===== src/pspc_pkg.sv =====
// constants, types and register map of the protocol select and port config block
// assumes an apb master, a same-clock nonvolatile store and pins for switches and leds
// Notes on behaviour
// - hundreds switch 0-2 selects ethernet/ip, ip hundreds
// - tens and units give last ip digits
// - position p selects profinet, address switches ignored
// - switches taken only at reset or web reset
// - no stored protocol: use switch protocol
// - store protocol at cyclic start, then reuse
// - invalid switches: fault led blinks red thrice
// - code 9-7-9 restores factory settings, clears protocol
// - supply led blinks red until erase done
// - modes in, out, off, io-link; off cuts supply
// - every port defaults to digital input
// - ports one to eight at sub-slots 2-9
// - io-link lengths 1-33 in, 1-32 out
// - io-link mode starts link without command
// - stored port config applied at power-up
// - process data invalid until new config arrives
package pspc_pkg;
  typedef enum logic [2:0] {
    PR_NONE = 3'h0,
    PR_EIP  = 3'h1,
    PR_PN   = 3'h2,
    PR_EC   = 3'h3,
    PR_MB   = 3'h4,
    PR_CC   = 3'h5
  } pspc_proto_e;
  typedef enum logic [1:0] {
    MD_DI  = 2'h0,
    MD_DO  = 2'h1,
    MD_OFF = 2'h2,
    MD_IOL = 2'h3
  } pspc_mode_e;
  typedef struct packed {
    pspc_mode_e mode;
    logic [5:0] in_len;
    logic [5:0] out_len;
  } pspc_cfg_s;
  typedef struct packed {
    logic [3:0] hund;
    logic [3:0] tens;
    logic [3:0] units;
  } pspc_sw_s;
  localparam int NPORT = 8;
  localparam logic [3:0] POS_EIP_MAX = 4'h2;
  localparam logic [3:0] POS_PN      = 4'h3;
  localparam logic [3:0] POS_EC      = 4'h4;
  localparam logic [3:0] POS_MB      = 4'h5;
  localparam logic [3:0] POS_CC      = 4'h6;
  localparam logic [3:0] DIGIT_MAX   = 4'h9;
  localparam pspc_sw_s   SW_FRST     = '{4'h9, 4'h7, 4'h9};
  localparam logic [5:0] IN_LEN_MAX  = 6'h21;
  localparam logic [5:0] OUT_LEN_MAX = 6'h20;
  localparam logic [5:0] LEN_MIN     = 6'h01;
  localparam pspc_cfg_s  CFG_RST     = '{MD_DI, 6'h00, 6'h00};
  localparam logic [3:0] SUBSLOT_FIRST = 4'h2;
  localparam logic [3:0] DEB_N       = 4'h8;
  localparam int BLINK_MS      = 250;
  localparam int CLK_KHZ       = 100000;
  localparam int BLINK_CYC     = BLINK_MS * CLK_KHZ;
  localparam logic [2:0] ERR_HALVES = 3'h6;
  localparam logic [11:0] A_CTRL  = 12'h000;
  localparam logic [11:0] A_STAT  = 12'h004;
  localparam logic [11:0] A_IRQS  = 12'h008;
  localparam logic [11:0] A_IRQM  = 12'h00c;
  localparam logic [11:0] A_IPADR = 12'h010;
  localparam logic [11:0] A_PCFG  = 12'h020;
  localparam int CTRL_WEBRST = 0;
  localparam int CTRL_CYCLIC = 1;
  localparam int PCFG_MODE_LSB = 0;
  localparam int PCFG_IN_LSB   = 8;
  localparam int PCFG_OUT_LSB  = 16;
  localparam int IRQ_W       = 5;
  localparam int IRQ_SWERR   = 0;
  localparam int IRQ_FRDONE  = 1;
  localparam int IRQ_STORED  = 2;
  localparam int IRQ_CFGOK   = 3;
  localparam int IRQ_CFGBAD  = 4;
endpackage : pspc_pkg


===== src/pspc_top.sv =====
// start-up protocol selection, switch decode, led codes and per-port mode store
// assumes apb from the network controller, async switch and supply pins,
// and a nonvolatile store on this clock that reports erase completion
//
// Decided for this implementation: register access over APB and the register offsets.
`timescale 1ns/1ns
`default_nettype none
module pspc_top #(
  parameter int BLINK_CYC = pspc_pkg::BLINK_CYC
) (
  input  wire logic                     CORE_CLK,
  input  wire logic                     RST,
  input  wire logic                     PSEL,
  input  wire logic                     PENABLE,
  input  wire logic                     PWRITE,
  input  wire logic [11:0]              PADDR,
  input  wire logic [31:0]              PWDATA,
  output logic      [31:0]              PRDATA,
  output logic                          PREADY,
  output logic                          PSLVERR,
  input  wire pspc_pkg::pspc_sw_s       SWITCHES,
  input  wire logic                     US_OK,
  input  wire logic                     NV_PROTO_VALID,
  input  wire pspc_pkg::pspc_proto_e    NV_PROTO,
  input  wire logic                     NV_CFG_VALID,
  input  wire pspc_pkg::pspc_cfg_s [7:0] NV_CFG,
  input  wire logic                     NV_DONE,
  output logic                          NV_WR_PROTO,
  output pspc_pkg::pspc_proto_e         NV_PROTO_WDATA,
  output logic                          NV_WR_CFG,
  output pspc_pkg::pspc_cfg_s [7:0]     NV_CFG_WDATA,
  output logic                          NV_ERASE,
  output pspc_pkg::pspc_proto_e         PROTO_ACTIVE,
  output pspc_pkg::pspc_sw_s            IP_DIGITS,
  output logic                          IP_VALID,
  output pspc_pkg::pspc_cfg_s [7:0]     PORT_CFG,
  output logic      [7:0]               PORT_SUPPLY_EN,
  output logic      [7:0]               PORT_IOL_START,
  output logic                          PORT_DATA_VALID,
  output logic                          FAULT_STATUS_LED_RED,
  output logic                          SUPPLY_LED_RED,
  output logic                          SUPPLY_LED_GREEN,
  output logic                          IRQ
);

  typedef enum logic [2:0] {
    ST_DEB  = 3'b000,
    ST_DEC  = 3'b001,
    ST_RUN  = 3'b011,
    ST_FRST = 3'b010,
    ST_ERR  = 3'b110
  } pspc_state_e;

  function automatic pspc_pkg::pspc_proto_e decode(input pspc_pkg::pspc_sw_s s);
    decode = pspc_pkg::PR_NONE;
    if (s.hund <= pspc_pkg::POS_EIP_MAX) begin
      decode = pspc_pkg::PR_EIP;
    end else if (s.hund == pspc_pkg::POS_PN) begin
      decode = pspc_pkg::PR_PN;
    end else if (s.hund == pspc_pkg::POS_EC) begin
      decode = pspc_pkg::PR_EC;
    end else if (s.hund == pspc_pkg::POS_MB) begin
      decode = pspc_pkg::PR_MB;
    end else if (s.hund == pspc_pkg::POS_CC) begin
      decode = pspc_pkg::PR_CC;
    end
  endfunction : decode

  function automatic logic uses_ip(input pspc_pkg::pspc_proto_e p);
    uses_ip = (p == pspc_pkg::PR_EIP) || (p == pspc_pkg::PR_MB) || (p == pspc_pkg::PR_CC);
  endfunction : uses_ip

  // three-stage pin synchronisers; stage one feeds stage two only
  pspc_pkg::pspc_sw_s sw_s1_r, sw_s2_r, sw_s3_r;
  logic               us_s1_r, us_s2_r, us_s3_r, us_r;
  always_ff @(posedge CORE_CLK or posedge RST) begin
    if (RST) begin
      sw_s1_r <= '0;
      sw_s2_r <= '0;
      sw_s3_r <= '0;
      us_s1_r <= 1'b0;
      us_s2_r <= 1'b0;
      us_s3_r <= 1'b0;
    end else begin
      sw_s1_r <= SWITCHES;
      sw_s2_r <= sw_s1_r;
      sw_s3_r <= sw_s2_r;
      us_s1_r <= US_OK;
      us_s2_r <= us_s1_r;
      us_s3_r <= us_s2_r;
    end
  end
  always_ff @(posedge CORE_CLK or posedge RST) begin
    if (RST) begin
      us_r <= 1'b0;
    end else if (us_s2_r == us_s3_r) begin
      us_r <= us_s3_r;
    end
  end

  // apb decode
  wire        apb_setup = PSEL & ~PENABLE;
  wire        apb_acc   = PSEL & PENABLE & PREADY;
  wire        apb_wr    = apb_acc & PWRITE;
  wire        apb_rd    = apb_acc & ~PWRITE;
  wire        hit_ctrl  = PADDR == pspc_pkg::A_CTRL;
  wire        hit_stat  = PADDR == pspc_pkg::A_STAT;
  wire        hit_irqs  = PADDR == pspc_pkg::A_IRQS;
  wire        hit_irqm  = PADDR == pspc_pkg::A_IRQM;
  wire        hit_ip    = PADDR == pspc_pkg::A_IPADR;
  wire [11:0] pcfg_off  = PADDR - pspc_pkg::A_PCFG;
  wire        hit_pcfg  = (PADDR >= pspc_pkg::A_PCFG) && (pcfg_off < 12'h020) && (PADDR[1:0] == 2'h0);
  wire [2:0]  pcfg_idx  = pcfg_off[4:2];
  wire        hit_any   = hit_ctrl | hit_stat | hit_irqs | hit_irqm | hit_ip | hit_pcfg;

  // incoming port configuration and its length check
  pspc_pkg::pspc_cfg_s wr_cfg;
  assign wr_cfg.mode    = pspc_pkg::pspc_mode_e'(PWDATA[pspc_pkg::PCFG_MODE_LSB +: 2]);
  assign wr_cfg.in_len  = PWDATA[pspc_pkg::PCFG_IN_LSB +: 6];
  assign wr_cfg.out_len = PWDATA[pspc_pkg::PCFG_OUT_LSB +: 6];
  wire len_ok = (wr_cfg.in_len >= pspc_pkg::LEN_MIN) && (wr_cfg.in_len <= pspc_pkg::IN_LEN_MAX)
             && (wr_cfg.out_len >= pspc_pkg::LEN_MIN) && (wr_cfg.out_len <= pspc_pkg::OUT_LEN_MAX);
  wire cfg_ok = (wr_cfg.mode != pspc_pkg::MD_IOL) || len_ok;
  wire web_rst  = apb_wr & hit_ctrl & PWDATA[pspc_pkg::CTRL_WEBRST];
  wire cyc_strt = apb_wr & hit_ctrl & PWDATA[pspc_pkg::CTRL_CYCLIC];

  // start-up sequencer
  pspc_state_e          state_r, state_nxt;
  wire cfg_wr = apb_wr & hit_pcfg & (state_r == ST_RUN);
  pspc_pkg::pspc_sw_s   deb_r, sw_r;
  logic [3:0]           deb_cnt_r;
  logic                 stored_r;
  pspc_pkg::pspc_proto_e proto_r;
  logic [31:0]          tick_cnt_r;
  logic [2:0]           halves_r;
  logic                 blink_r;
  wire  pspc_pkg::pspc_proto_e sw_proto = decode(sw_r);
  wire  digits_ok = (sw_r.tens <= pspc_pkg::DIGIT_MAX) && (sw_r.units <= pspc_pkg::DIGIT_MAX);
  wire  sw_valid  = (sw_proto != pspc_pkg::PR_NONE) && (!uses_ip(sw_proto) || digits_ok);
  wire  is_frst   = sw_r == pspc_pkg::SW_FRST;
  wire  deb_done  = deb_cnt_r == pspc_pkg::DEB_N;
  wire  tick      = tick_cnt_r == BLINK_CYC - 1;
  wire  err_done  = tick && (halves_r == pspc_pkg::ERR_HALVES - 3'h1);

  always_comb begin
    state_nxt = state_r;
    unique case (state_r)
      ST_DEB: begin
        if (deb_done) begin
          state_nxt = ST_DEC;
        end
      end
      ST_DEC: begin
        if (is_frst) begin
          state_nxt = ST_FRST;
        end else if (NV_PROTO_VALID || sw_valid) begin
          state_nxt = ST_RUN;
        end else begin
          state_nxt = ST_ERR;
        end
      end
      ST_FRST: begin
        if (NV_DONE) begin
          state_nxt = ST_RUN;
        end
      end
      ST_ERR: begin
        if (err_done) begin
          state_nxt = ST_RUN;
        end
      end
      ST_RUN: begin
        state_nxt = ST_RUN;
      end
      default: begin
        state_nxt = ST_DEB;
      end
    endcase
    if (web_rst) begin
      state_nxt = ST_DEB;
    end
  end

  always_ff @(posedge CORE_CLK or posedge RST) begin
    if (RST) begin
      state_r <= ST_DEB;
    end else begin
      state_r <= state_nxt;
    end
  end

  // consecutive equal samples; the running device never looks at the switches
  always_ff @(posedge CORE_CLK or posedge RST) begin
    if (RST) begin
      deb_r     <= '0;
      deb_cnt_r <= 4'h0;
      sw_r      <= '0;
    end else if (state_r == ST_DEB) begin
      if (deb_done) begin
        sw_r <= deb_r;
      end else if (sw_s2_r == sw_s3_r) begin
        deb_r <= sw_s3_r;
        if (sw_s3_r != deb_r) begin
          deb_cnt_r <= 4'h0;
        end else begin
          deb_cnt_r <= deb_cnt_r + 4'h1;
        end
      end
    end else begin
      deb_cnt_r <= 4'h0;
    end
  end

  // protocol choice: stored one wins over the switch
  always_ff @(posedge CORE_CLK or posedge RST) begin
    if (RST) begin
      proto_r        <= pspc_pkg::PR_NONE;
      stored_r       <= 1'b0;
      NV_WR_PROTO    <= 1'b0;
      NV_PROTO_WDATA <= pspc_pkg::PR_NONE;
      NV_ERASE       <= 1'b0;
    end else begin
      NV_WR_PROTO <= 1'b0;
      NV_ERASE    <= 1'b0;
      if (state_r == ST_DEC) begin
        if (is_frst) begin
          proto_r  <= pspc_pkg::PR_NONE;
          stored_r <= 1'b0;
          NV_ERASE <= 1'b1;
        end else if (NV_PROTO_VALID) begin
          proto_r  <= NV_PROTO;
          stored_r <= 1'b1;
        end else begin
          proto_r  <= sw_valid ? sw_proto : pspc_pkg::PR_NONE;
          stored_r <= 1'b0;
        end
      end else if (cyc_strt && state_r == ST_RUN && !stored_r && proto_r != pspc_pkg::PR_NONE) begin
        stored_r       <= 1'b1;
        NV_WR_PROTO    <= 1'b1;
        NV_PROTO_WDATA <= proto_r;
      end
    end
  end

  // address digits only for protocols that take them
  always_ff @(posedge CORE_CLK or posedge RST) begin
    if (RST) begin
      IP_DIGITS <= '0;
      IP_VALID  <= 1'b0;
    end else if (state_r == ST_DEC) begin
      IP_DIGITS <= sw_r;
      IP_VALID  <= sw_valid && uses_ip(sw_proto) && !is_frst && !NV_PROTO_VALID;
    end
  end

  // shared blink timebase
  always_ff @(posedge CORE_CLK or posedge RST) begin
    if (RST) begin
      tick_cnt_r <= 32'h0;
      halves_r   <= 3'h0;
      blink_r    <= 1'b0;
    end else if (state_r == ST_ERR || state_r == ST_FRST) begin
      if (tick) begin
        tick_cnt_r <= 32'h0;
        halves_r   <= halves_r + 3'h1;
        blink_r    <= ~blink_r;
      end else begin
        tick_cnt_r <= tick_cnt_r + 32'h1;
      end
    end else begin
      tick_cnt_r <= 32'h0;
      halves_r   <= 3'h0;
      blink_r    <= 1'b0;
    end
  end

  always_ff @(posedge CORE_CLK or posedge RST) begin
    if (RST) begin
      FAULT_STATUS_LED_RED <= 1'b0;
      SUPPLY_LED_RED       <= 1'b0;
      SUPPLY_LED_GREEN     <= 1'b0;
      PROTO_ACTIVE         <= pspc_pkg::PR_NONE;
    end else begin
      FAULT_STATUS_LED_RED <= (state_r == ST_ERR) && !blink_r;
      if (state_r == ST_FRST) begin
        SUPPLY_LED_RED   <= !blink_r;
        SUPPLY_LED_GREEN <= 1'b0;
      end else begin
        SUPPLY_LED_RED   <= !us_r;
        SUPPLY_LED_GREEN <= us_r;
      end
      PROTO_ACTIVE <= (state_r == ST_RUN) ? proto_r : pspc_pkg::PR_NONE;
    end
  end

  // port modes; stored set is applied before the controller speaks
  pspc_pkg::pspc_cfg_s [7:0] cfg_r;
  always_ff @(posedge CORE_CLK or posedge RST) begin
    if (RST) begin
      cfg_r           <= {pspc_pkg::NPORT{pspc_pkg::CFG_RST}};
      PORT_DATA_VALID <= 1'b0;
      NV_WR_CFG       <= 1'b0;
    end else begin
      NV_WR_CFG <= 1'b0;
      if (state_r == ST_DEC) begin
        PORT_DATA_VALID <= 1'b0;
        if (is_frst) begin
          cfg_r <= {pspc_pkg::NPORT{pspc_pkg::CFG_RST}};
        end else if (NV_CFG_VALID) begin
          cfg_r <= NV_CFG;
        end
      end else if (cfg_wr && cfg_ok) begin
        cfg_r[pcfg_idx] <= wr_cfg;
        PORT_DATA_VALID <= 1'b1;
        NV_WR_CFG       <= 1'b1;
      end
    end
  end

  always_ff @(posedge CORE_CLK or posedge RST) begin
    if (RST) begin
      PORT_CFG       <= {pspc_pkg::NPORT{pspc_pkg::CFG_RST}};
      NV_CFG_WDATA   <= {pspc_pkg::NPORT{pspc_pkg::CFG_RST}};
      PORT_SUPPLY_EN <= 8'h00;
      PORT_IOL_START <= 8'h00;
    end else begin
      PORT_CFG     <= cfg_r;
      NV_CFG_WDATA <= cfg_r;
      for (int i = 0; i < pspc_pkg::NPORT; i++) begin
        PORT_SUPPLY_EN[i] <= (state_r == ST_RUN) && (cfg_r[i].mode != pspc_pkg::MD_OFF);
        PORT_IOL_START[i] <= (state_r == ST_RUN) && (cfg_r[i].mode == pspc_pkg::MD_IOL);
      end
    end
  end

  // interrupt status: set beats the read-clear
  logic [pspc_pkg::IRQ_W-1:0] irqs_r, irqm_r;
  wire  [pspc_pkg::IRQ_W-1:0] irq_set;
  assign irq_set[pspc_pkg::IRQ_SWERR]  = (state_r == ST_DEC) && (state_nxt == ST_ERR);
  assign irq_set[pspc_pkg::IRQ_FRDONE] = (state_r == ST_FRST) && NV_DONE;
  assign irq_set[pspc_pkg::IRQ_STORED] = NV_WR_PROTO;
  assign irq_set[pspc_pkg::IRQ_CFGOK]  = cfg_wr && cfg_ok;
  assign irq_set[pspc_pkg::IRQ_CFGBAD] = cfg_wr && !cfg_ok;
  wire irqs_clr = apb_rd & hit_irqs;
  always_ff @(posedge CORE_CLK or posedge RST) begin
    if (RST) begin
      irqs_r <= '0;
      irqm_r <= '0;
      IRQ    <= 1'b0;
    end else begin
      irqs_r <= (irqs_clr ? '0 : irqs_r) | irq_set;
      if (apb_wr && hit_irqm) begin
        irqm_r <= PWDATA[pspc_pkg::IRQ_W-1:0];
      end
      IRQ <= |(irqs_r & irqm_r);
    end
  end

  // read mux
  logic [31:0] rd_mux;
  always_comb begin
    rd_mux = 32'h0;
    if (hit_stat) begin
      rd_mux = {16'h0, 3'h0, PORT_DATA_VALID, stored_r, proto_r, 5'h0, state_r};
    end else if (hit_irqs) begin
      rd_mux[pspc_pkg::IRQ_W-1:0] = irqs_r;
    end else if (hit_irqm) begin
      rd_mux[pspc_pkg::IRQ_W-1:0] = irqm_r;
    end else if (hit_ip) begin
      rd_mux = {19'h0, IP_VALID, IP_DIGITS};
    end else if (hit_pcfg) begin
      rd_mux[pspc_pkg::PCFG_MODE_LSB +: 2] = cfg_r[pcfg_idx].mode;
      rd_mux[pspc_pkg::PCFG_IN_LSB +: 6]   = cfg_r[pcfg_idx].in_len;
      rd_mux[pspc_pkg::PCFG_OUT_LSB +: 6]  = cfg_r[pcfg_idx].out_len;
    end
  end

  // no wait state; read data and the answer still leave flip-flops
  always_ff @(posedge CORE_CLK or posedge RST) begin
    if (RST) begin
      PREADY  <= 1'b0;
      PRDATA  <= 32'h0;
      PSLVERR <= 1'b0;
    end else begin
      PREADY  <= apb_setup;
      PRDATA  <= apb_setup ? rd_mux : 32'h0;
      PSLVERR <= apb_setup & ~hit_any;
    end
  end

endmodule : pspc_top
`default_nettype wire


===== config.mk =====
export PLATFORM = sky130hd
export DESIGN_NAME = pspc_top
export DESIGN_NICKNAME = d
export VERILOG_FILES = /design/src/pspc_pkg.sv /design/src/pspc_top.sv
export SDC_FILE = /design/constraint.sdc
export NUM_CORES = 1
export LEC_CHECK = 0
export ABC_AREA = 1
export CORE_UTILIZATION = 55
export CTS_CLUSTER_SIZE = 25
export DETAILED_ROUTE_END_ITERATION = 8
export DONT_BUFFER_PORTS = 1
export GPL_ROUTABILITY_DRIVEN = 0
export PLACE_DENSITY = 0.73
export RECOVER_POWER = 25
export SYNTH_ARGS = -nofsm -noshare
export SYNTH_HDL_FRONTEND = slang
export SYNTH_SLANG_ARGS = --single-unit

===== constraint.sdc =====
create_clock -name CORE_CLK -period 42.8 [get_ports CORE_CLK]
set_clock_uncertainty 0.05 [all_clocks]
set_input_delay 6.42 -clock CORE_CLK [delete_from_list [all_inputs] [get_ports CORE_CLK]]
set_output_delay 6.42 -clock CORE_CLK [all_outputs]
set_load 0.01 [all_outputs]

# [Yosys cells after proc, flatten, opt, wreduce, memory -nomap -nowiden]
# Index checks and enable logic that the tools add are counted.
[totals] ram_bits=0 out_inout_bits=301 wordCells=305 latch_bits=0 rom_bits=0 register_bits=422 mem_count=0
[op_classes] div_mod_pow=0 n_eq_ne=44 bitwise_logic=25 n_reduce_logical=63 mul=0 n_lt_le_gt_ge=11 add_sub_neg=4 mux=63 shifts=0
[ops] cell="2-to-1 mux 112 bit" n=4
[ops] cell="2-to-1 mux 32 bit" n=4
[ops] cell="bitwise mux 112 bit" n=1
[ops] cell="2-to-1 mux 3 bit" n=17
[ops] cell="binary-select mux 14 bit (select 3 bit)" n=1
[ops] cell="demux 14 bit (select 3 bit)" n=1
[ops] cell="logical AND 1 bit" n=37
[ops] cell="adder 32 x 1 -> 32 bit (second input constant)" n=1
[ops] cell="== test 32 x 25 -> 1 bit (second input constant)" n=1
[ops] cell="2-to-1 mux 6 bit" n=5
[ops] cell="2-to-1 mux 14 bit" n=2
[ops] cell="2-to-1 mux 27 bit" n=1
[ops] cell="== test 12 x 4 -> 1 bit (second input constant)" n=2
[ops] cell="inequality test 2 bit (second input constant)" n=11
[ops] cell="2-to-1 mux 17 bit" n=1
[ops] cell="== test 2 bit (second input constant)" n=8
[ops] cell="2-to-1 mux 1 bit" n=16
[ops] cell="2-to-1 mux 4 bit" n=4
[ops] cell="== test 3 bit (second input constant)" n=5
[ops] cell="2-to-1 mux 5 bit" n=3
[ops] cell="case mux 3 bit (5 select lines)" n=1
[ops] cell="AND 1 bit" n=12
[ops] cell="== test 12 bit" n=1
[ops] cell="== test 12 bit (second input constant)" n=1
[ops] cell="37 further kinds" n=70

# [Logic depth before layout (Yosys ltp)]
# Gate-level depths: netlist of the first run.
[depth] word_depth=20 ltp_mapped=15 mapped_depth_nobuf=13

# [Worst setup path after synthesis of the first run]
# Ideal clock, no wire load.
[synth_timing] kind="in2reg" start="in PADDR[5]" end="reg cfg_r[55] (netlist bit)" path_stages=13 path_slack_ps=34964 setup_ps=117 arrival_time_ps=7669 required_ps=42633 path_cell_list="inv_2 -> ha_1 -> nand3_1 -> nor2_1 -> nand3_1 -> nor2_2 -> nand2_2 -> nand2_4 -> buf_12 -> nand2_4 -> buf_6 -> nand2_1 -> nand2_1"
[synth_via] elab_chain_cells=9
[synth_lines] element="start, declared" line_no="pspc_top.sv:16" source="input wire logic [11:0] PADDR,"
[synth_lines] element="subtractor 12 x 6 -> 12 bit" line_no="pspc_top.sv:111" source="wire [11:0] pcfg_off = PADDR - pspc_pkg::A_PCFG;"
[synth_lines] element="less-than comparator 12 x 6 -> 1 bit" line_no="pspc_top.sv:112" source="wire hit_pcfg = (PADDR >= pspc_pkg::A_PCFG) && (pcfg_off < 12'h020) && (PADDR[1:0] == 2'h0);"
[synth_lines] element="logical AND 1 bit (*) (2 in series)" line_no="pspc_top.sv:112"
[synth_lines] element="AND 1 bit (*) (2 in series)" line_no="pspc_top.sv:129" source="wire cfg_wr = apb_wr & hit_pcfg & (state_r == ST_RUN);"
[synth_lines] element="logical AND 1 bit (*)" line_no="pspc_top.sv:312" source="end else if (cfg_wr && cfg_ok) begin"
[synth_lines] element="nonzero test 2 bit (no line) (*)"
[synth_lines] element="AND reduction 2 bit (no line) (*)"
[synth_lines] element="end signal, assigned" line_no="pspc_top.sv:300" source="cfg_r <= {pspc_pkg::NPORT{pspc_pkg::CFG_RST}};"
[synth_lines] element="end signal, assigned" line_no="pspc_top.sv:308" source="cfg_r <= {pspc_pkg::NPORT{pspc_pkg::CFG_RST}};"
[synth_lines] element="end signal, assigned by index" line_no="pspc_top.sv:313" source="cfg_r[pcfg_idx] <= wr_cfg;"
[synth_lines] element="end, declared" line_no="pspc_top.sv:297" source="pspc_pkg::pspc_cfg_s [7:0] cfg_r;"
# Mark *: on every way between the ends. The rest lies on a longest branch, timed or not.
# A chain may end at the register's enable or synchronous reset.

==> results of run 1 <==
placed cells by master, fill, tap and decap left out, drive strengths merged, types with 2 or more instances in the layout:
cell type / synthesis / routed
nand3: 209 / 209
buf: 183 / 6
nand2: 649 / 649
ha: 6 / 6
o21bai: 2 / 2
o211ai: 5 / 5
dfrtp: 410 / 410
o31ai: 4 / 4
a31oi: 3 / 3
xor2: 17 / 17
nand4: 13 / 13
clkinv: 1 / 11
a211oi: 2 / 2
inv: 128 / 127
clkbuf: 23 / 61
nor3: 22 / 22
nor2: 186 / 186
a21oi: 28 / 28
mux2: 4 / 4
o221ai: 2 / 2
nand3b: 4 / 4
conb: 1 / 12
clkinvlp: 0 / 3
xnor2: 16 / 16
o21ai: 189 / 189
o22ai: 38 / 38
or2: 7 / 7
diode: 0 / 3
bufinv: 0 / 5
cells by family (layout without fill, tap and decap cells):
group / Yosys count / in the layout / synth area share
compound gates: 274 / 274 / 0.0787
xor+xnor: 33 / 33 / 0.0155
fa+ha+maj: 7 / 7 / 0.00457
buf+inv: 335 / 213 / 0.103
flops: 410 / 410 / 0.551
mux: 4 / 4 / 0.00242
other cells: 1 / 15 / 0.000201
simple gates: 1092 / 1092 / 0.245
layout make-up:
class | instances | area [um2] | share of cell area
sequential | 410 | 10300 | 0.531
multi-input combinational | 1422 | 6480 | 0.336
clock buffer | 59 | 1220 | 0.0630
tap | 448 | 561 | 0.0290
inverter | 129 | 490 | 0.0254
clock inverter | 17 | 241 | 0.0125
timing repair buffer | 8 | 52.6 | 0.00272
antenna | 3 | 7.51 | 0.000389
sequential cells by signal, summed over array words and instances (netlist names), 8 cells and up:
| name | cells |
|---|---|
| sw_s3_r | 12 |
| sw_s1_r | 12 |
| IP_DIGITS | 12 |
| PORT_SUPPLY_EN | 8 |
| PORT_CFG | 112 |
| sw_r | 12 |
| PRDATA | 20 |
| tick_cnt_r | 32 |
| PORT_IOL_START | 8 |
| cfg_r | 112 |
| deb_r | 12 |
| sw_s2_r | 12 |
routing by layer:
layer | GRT usage | wire [um] | share of wire
met1 | 0.405 | 21000 | 0.36
met5 | 0 | 0 | 0
met4 | 0.208 | 3730 | 0.064
met2 | 0.527 | 26800 | 0.46
met3 | 0.109 | 6680 | 0.11
how the worst min path moves through the flow:
stage / from / end / depth (start not counted)
2_1_floorplan: sw_s1_r[0] / sw_s2_r[0] / 0
3_3_place_gp: us_s1_r / us_s2_r / 0
3_5_place_dp: sw_s1_r[6] / sw_s2_r[6] / 0
4_1_cts: sw_s1_r[6] / sw_s2_r[6] / 0
5_1_grt: sw_s1_r[6] / sw_s2_r[6] / 0
6_report: sw_s1_r[6] / sw_s2_r[6] / 0
where the power goes:
part	internal (uW)	switching (uW)	leakage (uW)	total, uW
Combinational	6.26	25.7	0.00328	31.9
Clock	230	156	0.000713	385
Sequential	390	2.03	0.00560	392
through the flow:
step           utilization  setup WS [ps]  total power, uW  instances
2_1_floorplan            -          24920              422       2167
6_report             0.577          31870              810       2496
5_1_grt              0.577          30890              832       2493
3_3_place_gp         0.534          33190              431       2417
3_5_place_dp         0.534          33160              431       2417
4_1_cts              0.578          33710              813       2493
critical path, stage by stage:
cell and delay (ps):
clkinvlp_2 2820, buf_4 1100, buf_4 910
==> results.ini, run 1 <==
[die]
die-height_um = 186
io_pins = 481
start_util = 0.557
dieArea_um2 = 34600
die_x_um = 186
core-area_um2 = 33400
std_cell_rows = 67

[synth]
synth_warnings = 0
synth.most_common_cell = nand2_1
synth_top_area_share = 0.551
async_reset_ff_frac = 1.00
synth-seq-cells = 410
synth-edff-count = 0
synth.distinct_cells = 40
synthCells = 2156
synthesis.area_um2 = 18600
synthTopCellsByCount = nand2_1 (634), dfrtp_1 (410), nand3_1 (209)
synth_top_area_cell = dfrtp_1
yosysSeqAreaShare = 0.551
synth_area_leaders = dfrtp_1 (55%), nand2_1 (13%), buf_4 (6.0%)
synth.avg_cell_area_um2 = 8.64
synth_ff_type = dfrtp_1

[final_layout]
drive_gt1_frac = 0.0577
nNetsFinal = 2200
nFillCells = 2851
syn_to_final_growth_pct = 3.66
design_area_um2 = 19300

[clock_network]
cts_buffers = 43
post_cts_buffers = 0
clock_latency_ps = 560
cts.htree.levels = 2
cts_buffer_depth = 3
cts-resized-gates = 0
cts_sinks = 410
cts_tree = yes
ctsHoldBuffers = 0
root_buffer = clkbuf_16
clkSlewWorstSetupHoldPaths_ps = 60

[critical_path]
crit_fanout = 113
end_kind = asynchronous set/reset pin
r2r_cells = 7
endpoint = PRDATA[13]
r2r_start = state_r[2]
cp.arrival_ps = 11410
critPathRequiredTime_ps = 43280
regToRegSetupSlack_ps = 38270
startpoint = RST
r2r_end = cfg_r[13]
path_class = in2async
startpoint_type = primary input

[status]
status = finished, violations left
violations = capacitance limit, slew limit

[placement]
dpl_cell_area_um2 = 17900
io_buffers = 0
dp_hpwl_um = 41300

[sta]
finalMaxSlewViolations = 163
min_period_over_period = 0.255
rsz0062_at_grt = false
fmax_mhz = 91.5
maxSlewHeadroom = -2.45
hold_viol_final = 0
holdWs_ps = 297
fin_crit_ps = 10930
finalSetupTns_ps = 0
tightest_slew_ps = 5150
setup_viol = 0

[grt]
grt_usage = 0.337
grt_max_degree = 114
grt_pass1_wl_um = 85600
grt_pass1_vias = 14136
gr-total-overflow = 0
grt_antenna_before_repair = 3

[pwr]
p_per_area_nw_per_um2 = 41.9
leakage_uw = 0.00959
vdd_drop_max_mv = 0.0333

[detailed_routing]
totalWireLength_um = 58300
wl_per_cell_um = 23.3
antenna_left = 0
drtIter0Drc = 1653
viasPerCell = 5.89
drc_errors = 0
dr.pass1.iters = 6
routed-via-count = 14709

[flow_run]
cap_violations = 2

[min_path]
hold_class = reg2reg

(Power assumes the default switching activity.)
==> inputs of run 2 (changes only) <==
--- a/config.mk
+++ b/config.mk
@@ -11,7 +11,7 @@
 export DETAILED_ROUTE_END_ITERATION = 8
 export DONT_BUFFER_PORTS = 1
 export GPL_ROUTABILITY_DRIVEN = 0
-export PLACE_DENSITY = 0.73
+export PLACE_DENSITY = 0.76
 export RECOVER_POWER = 25
 export SYNTH_ARGS = -nofsm -noshare
 export SYNTH_HDL_FRONTEND = slang
==> constraint.sdc (replaced) <==
create_clock -name CORE_CLK -period 9.29 [get_ports CORE_CLK]
set_clock_uncertainty 0.05 [all_clocks]
set_input_delay 1.3935 -clock CORE_CLK [delete_from_list [all_inputs] [get_ports CORE_CLK]]
set_output_delay 1.3935 -clock CORE_CLK [all_outputs]
set_load 0.01 [all_outputs]
==> results.ini, run 2 (synthesis results as in run 1) <==
[status]
status = finished, violations left
violations = capacitance limit, slew limit

[detailed_routing]
drtIter0Drc = 1708  ; +3.3%
antenna_left = 0  ; unchanged
route.met3.wl_um = 6890  ; +3.1%
viasPerCell = 5.96  ; +1.2%
totalWireLength_um = 59400  ; +1.8%
met1_length_um = 20900  ; -0.46%
top_layer_used = met5
dr.pass1.iters = 6  ; unchanged
wl_met2_um = 28300  ; +5.4%
drc_errors = 0  ; unchanged
wl_per_cell_um = 23.8  ; +2.0%
routed-via-count = 14863  ; +1.0%

[pwr]
clockPowerShare = 0.460  ; -0.016
leakage_uw = 0.00954  ; -0.52%
p_per_area_nw_per_um2 = 189  ; +350%
p_sw_uw = 845  ; +360%
vdd_drop_max_mv = 0.172  ; +420%
power_frac_comb = 0.041  ; +0.002
internal-power_uw = 2780  ; +340%
p_seq_frac = 0.499  ; +0.014
switching_share = 0.233  ; +0.00654

[sta]
fin_crit_ps = 5350
hold_viol_final = 0  ; unchanged
finalMaxSlewViolations = 307  ; +88%
min_period_over_period = 0.576
rsz0062_at_grt = false
maxSlewHeadroom = -1.98  ; +0.468
setup_viol = 0  ; unchanged
fmax_mhz = 187
finalSetupTns_ps = 0  ; unchanged
tightest_slew_ps = 4470  ; -674 ps

[grt]
grt_pass1_vias = 14227  ; +0.64%
grt_pass1_wl_um = 86600  ; +1.2%
grt_max_degree = 180  ; +58%
grt_usage = 0.342  ; +0.00461
grt_antenna_before_repair = 4  ; +1
gr-total-overflow = 0  ; unchanged

[min_path]
worstHoldStart = sw_s1_r[9]
hold_depth = 0  ; unchanged
hold_class = reg2reg
min_to = sw_s2_r[9]

[critical_path]
end_kind = asynchronous set/reset pin
crit_fanout = 179  ; +58%
cp_top_family = buffers and inverters
critPathRequiredTime_ps = 8840  ; -34440 ps
startpoint_type = primary input
crit_chain = clkinvlp_2, clkbuf_2
path_buf_inv = 2  ; -1
r2r_start = state_r[2]
r2r_end = cfg_r[0]
path_class = in2async
regToRegSetupSlack_ps = 4160  ; -34110 ps
cpPeakStageDelay_ps = 2940  ; +120 ps
startpoint = RST
cpMaxStageDelayCell = clkbuf_2
cp.arrival_ps = 4900  ; -6510 ps
r2r_cells = 10  ; +3

[flow_run]
cap_violations = 3  ; +1

[clock_network]
cts_tree = yes
ctsHoldBuffers = 0  ; unchanged
cts.htree.levels = 2  ; unchanged
cts_buffers = 42  ; -2.3%
clkSlewWorstSetupHoldPaths_ps = 60  ; about the same
clock_latency_ps = 550  ; about the same
cts_buffer_depth = 3  ; unchanged
cts_sinks = 410  ; unchanged
root_buffer = clkbuf_16
post_cts_buffers = 0  ; unchanged
cts-resized-gates = 0  ; unchanged

[final_layout]
layout_commonest_cell = nand2_1
nNetsFinal = 2199  ; -0.045%
final_cell_mix = nand2_1 (636), dfrtp_1 (410), nand3_1 (208), nor2_1 (179), o21ai_0 (134)
multi_input_area_um2 = 6490  ; +0.12%
reg_top3 = PORT_CFG x112, cfg_r x112, tick_cnt_r x32
design_area_um2 = 19200  ; -0.56%
nFillCells = 2878  ; +0.95%
syn_to_final_growth_pct = 3.08
drive_gt1_frac = 0.0573  ; -0.000377
regArea_um2 = 10300  ; unchanged

[die]
std_cell_rows = 67  ; unchanged
dieArea_um2 = 34600  ; unchanged
die-height_um = 186  ; unchanged
io_pins = 481  ; unchanged
core-area_um2 = 33400  ; unchanged
die_x_um = 186  ; unchanged
start_util = 0.557  ; unchanged

[placement]
io_buffers = 0  ; unchanged
dpl_cell_area_um2 = 17900  ; about the same
dp_hpwl_um = 42000  ; +1.7%

run 2: power groups by stage:
| stage | clock [uW] | sequential [uW] | combinational [uW] |
|---|---|---|---|
| floorplan | 0 | 1840 | 104 |
| global placement | 0 | 1840 | 145 |
| detailed placement | 0 | 1840 | 147 |
| CTS | 1680 | 1810 | 148 |
| global route | 1750 | 1810 | 164 |
| finish | 1670 | 1810 | 149 |
run 2: layout make-up:
class                   count  area share
multi-input cells        1422       0.338
repair buffers              8     0.00241
flip-flops and latches    410       0.534
clock buffers              56      0.0634
clock inverters            16     0.00678
inverters                 129      0.0255
diodes                      3    0.000391
well taps                 448      0.0292
run 2: worst max-delay path by stage:
stage | endpoint | slack (ps) | cells past startpoint
global placement | cfg_r[4] | 4570 | 11
CTS | cfg_r[0] | 4840 | 11
floorplan | FAULT_STATUS_LED_RED | 2320 | 1
global route | sw_s2_r[6] | 2930 | 3
finish | cfg_r[15] | 3940 | 2
detailed placement | cfg_r[0] | 4500 | 11
run 2: worst reg2reg max path, delay by kind of cell (launching register included):
kind          cells  cell delay [ps]
buf+inv           4             2870
simple gates      6             1690
flops             1              440
run 2: metal layers:
| layer | vias to the layer above | global-route usage |
|---|---|---|
| met5 | - | 0 |
| met4 | 2 | 0.187 |
| met3 | 186 | 0.119 |
| met2 | 967 | 0.554 |
| met1 | 7158 | 0.397 |
| li1 | 6550 | - |
run 2: stage by stage:
step           hold slack [ps]  total power (uW)  worst slack, ps  utilization  cells
2_1_floorplan              281              1940             2320            -   2167
3_3_place_gp               282              1980             4570        0.535   2417
3_5_place_dp               287              1990             4500        0.535   2417
4_1_cts                    298              3640             4840        0.575   2489
5_1_grt                    296              3720             2930        0.574   2491
6_report                   295              3620             3940        0.574   2492
==> inputs of run 3 (changes only) <==
--- a/config.mk
+++ b/config.mk
@@ -5,13 +5,13 @@
 export SDC_FILE = /design/constraint.sdc
 export NUM_CORES = 1
 export LEC_CHECK = 0
-export ABC_AREA = 1
+export ABC_AREA = 0
 export CORE_UTILIZATION = 55
 export CTS_CLUSTER_SIZE = 25
 export DETAILED_ROUTE_END_ITERATION = 8
 export DONT_BUFFER_PORTS = 1
 export GPL_ROUTABILITY_DRIVEN = 0
-export PLACE_DENSITY = 0.76
+export PLACE_DENSITY = 0.73
 export RECOVER_POWER = 25
 export SYNTH_ARGS = -nofsm -noshare
 export SYNTH_HDL_FRONTEND = slang
==> constraint.sdc (replaced) <==
create_clock -name CORE_CLK -period 5.25 [get_ports CORE_CLK]
set_clock_uncertainty 0.05 [all_clocks]
set_input_delay 0.7875 -clock CORE_CLK [delete_from_list [all_inputs] [get_ports CORE_CLK]]
set_output_delay 0.7875 -clock CORE_CLK [all_outputs]
set_load 0.01 [all_outputs]
==> results.ini, run 3 <==
[status]
status = finished, violations left
violations = capacitance limit, slew limit

[pwr]
leakage_uw = 0.00821  ; -14%
p_per_area_nw_per_um2 = 500  ; +160%
vdd_drop_max_mv = 0.277  ; +61%

[synth]
synth-edff-count = 0  ; unchanged
synth.most_common_cell = dfrtp_1
synth_top_area_cell = dfrtp_1
synth_area_leaders = dfrtp_1 (54%), a211oi_1 (6.3%), buf_4 (5.2%)
synth.avg_cell_area_um2 = 10.6  ; +23%
yosysSeqAreaShare = 0.537  ; -0.0134
synth.distinct_cells = 68  ; +70%
async_reset_ff_frac = 1.00  ; unchanged
synth_top_area_share = 0.537  ; -0.0134
synthTopCellsByCount = dfrtp_1 (410), a211oi_1 (160), nor2_1 (152)
synth_ff_type = dfrtp_1
synthCells = 1803  ; -16%
synth-seq-cells = 410  ; unchanged
synthesis.area_um2 = 19100  ; +2.5%
synth_warnings = 0  ; unchanged

[die]
core-area_um2 = 33900  ; +1.3%
dieArea_um2 = 35500  ; +2.5%
die-height_um = 188  ; +1.2%
std_cell_rows = 67  ; unchanged
die_x_um = 188  ; +1.2%
io_pins = 481  ; unchanged
start_util = 0.564  ; +0.00685

[sta]
min_period_over_period = 0.744
rsz0062_at_grt = false
holdWs_ps = 219  ; -76.2 ps
tightest_slew_ps = 3320  ; -1150 ps
fin_ws_ps = 1340  ; -2600 ps
finalMaxSlewViolations = 237  ; -23%
maxSlewHeadroom = -1.22  ; +0.766
finalSetupTns_ps = 0  ; unchanged
setup_viol = 0  ; unchanged
hold_viol_final = 0  ; unchanged
fmax_mhz = 256
fin_crit_ps = 3910

[detailed_routing]
routed-via-count = 14060  ; -5.4%
drtIter0Drc = 1752  ; +2.6%
dr.pass1.iters = 5  ; -1
drc_errors = 0  ; unchanged
viasPerCell = 6.62  ; +11%
wl_per_cell_um = 27.8  ; +17%
antenna_left = 0  ; unchanged
totalWireLength_um = 59000  ; -0.60%

[grt]
grt_antenna_before_repair = 10  ; +6
grt_max_degree = 176  ; -2.2%
gr-total-overflow = 0  ; unchanged
grt_pass1_vias = 14056  ; -1.2%
grt_usage = 0.328  ; -0.0135
grt_pass1_wl_um = 87600  ; +1.1%

[clock_network]
cts_tree = yes
cts.htree.levels = 2  ; unchanged
cts_sinks = 410  ; unchanged
clkSlewWorstSetupHoldPaths_ps = 60  ; about the same
cts_buffer_depth = 3  ; unchanged
root_buffer = clkbuf_16
ctsHoldBuffers = 0  ; unchanged
post_cts_buffers = 0  ; unchanged
clock_latency_ps = 550  ; about the same
cts-resized-gates = 0  ; unchanged
cts_buffers = 43  ; +2.4%

[min_path]
hold_class = in2reg
worstHoldStart = US_OK

[critical_path]
path_class = reg2reg
cp.arrival_ps = 4210  ; -690 ps
startpoint_type = register
r2r_start = state_r[2]
startpoint = state_r[2]
critPathRequiredTime_ps = 5550  ; -3290 ps
crit_fanout = 58  ; -68%
end_kind = register

[final_layout]
syn_to_final_growth_pct = 4.84
nNetsFinal = 1822  ; -17%
reg_top3 = PORT_CFG x112, cfg_r x112, tick_cnt_r x32
layout_commonest_cell = dfrtp_1
final_cell_mix = dfrtp_1 (410), a211oi_1 (160), nor2_1 (151), inv_1 (135), o22ai_1 (115)
nFillCells = 2752  ; -4.4%
drive_gt1_frac = 0.118  ; +0.0607

[flow_run]
cap_violations = 2  ; -1

[placement]
dp_hpwl_um = 39400  ; -6.2%
io_buffers = 0  ; unchanged
place_ws_ps = 1470  ; -3030 ps

run 3: changes by cell type after synthesis, sizes merged, moves of 28 or more:
| cell | previous run | this run |
|---|---|---|
| nor2 | 186 | 152 |
| nand2 | 649 | 81 |
| a31oi | 3 | 53 |
| nand3 | 209 | 24 |
| o22ai | 38 | 115 |
| a211oi | 2 | 160 |
| mux4 | 0 | 28 |
| mux2 | 4 | 34 |
| o21ai | 189 | 11 |
| a21oi | 28 | 92 |
| clkbuf | 23 | 65 |
run 3: cell type report:
type,instances,area [um2],share of cell area
Clock buffer,57,1250,0.0625
Timing Repair Buffer,27,223,0.0111
Antenna cell,7,17.5,0.000875
Sequential cell,410,10300,0.512
Tap cell,448,561,0.0280
Clock inverter,21,272,0.0136
Multi-Input combinational cell,1018,6920,0.346
Inverter,136,512,0.0256
run 3: power by group:
part           total (uW)  switching [uW]  leakage (uW)  internal (uW)
Clock                3270            1290      0.000747           1970
Combinational        1920            1250       0.00283            669
Sequential           4810             970       0.00463           3840
Total               10000            3520       0.00821           6490
run 3: routing by layer:
layer / vias to the layer above / routed length, um / GRT usage
met5: - / 22 / 0
met4: 4 / 3110 / 0.171
met3: 179 / 5210 / 0.0741
met2: 984 / 28500 / 0.534
met1: 6947 / 22200 / 0.412
li1: 5946 / - / -
run 3: kinds of logic (layout without fill, tap and decap cells):
logic type / count (synthesis) / in the layout / synth area share
AOI/OAI and AO/OA: 475 / 475 / 0.165
DFF: 410 / 410 / 0.537
muxes: 77 / 77 / 0.0609
and+or+nand+nor: 388 / 388 / 0.0982
other: 1 / 19 / 0.000196
xor gates and xnor gates: 59 / 59 / 0.0271
buffers and inverters: 386 / 241 / 0.107
adders and majority gates: 7 / 7 / 0.00446
run 3: worst paths after layout:
path	end	slack (ps)	depth (start not counted)
worst max-delay path	cfg_r[79]	1340	6
worst min-delay path	us_s1_r	220	0
worst max register to register	cfg_r[79]	1340	6
worst min register to register	sw_s2_r[8]	300	0
max in group asynchronous	PORT_CFG[109]	1720	2
min in group asynchronous	cfg_r[24]	340	2
run 3: critical path, stage by stage, from the launching register on:
cell and delay [ps]:
dfrtp_1 530, and3b_1 620, nand2_1 420, or2_2 780
nand2_2 430, buf_4 640, a31oi_1 200
run 3: stage by stage:
| stage | area, um2 | power (uW) | util | cells |
|---|---|---|---|---|
| after floorplan | 19100 | 6360 | - | 1814 |
| after global placement | 18500 | 6660 | 0.547 | 2039 |
| after detailed placement | 18500 | 6730 | 0.547 | 2039 |
| after CTS | 20000 | 9990 | 0.592 | 2117 |
| after global routing | 20000 | 10400 | 0.591 | 2124 |
| final | 20000 | 10000 | 0.591 | 2124 |
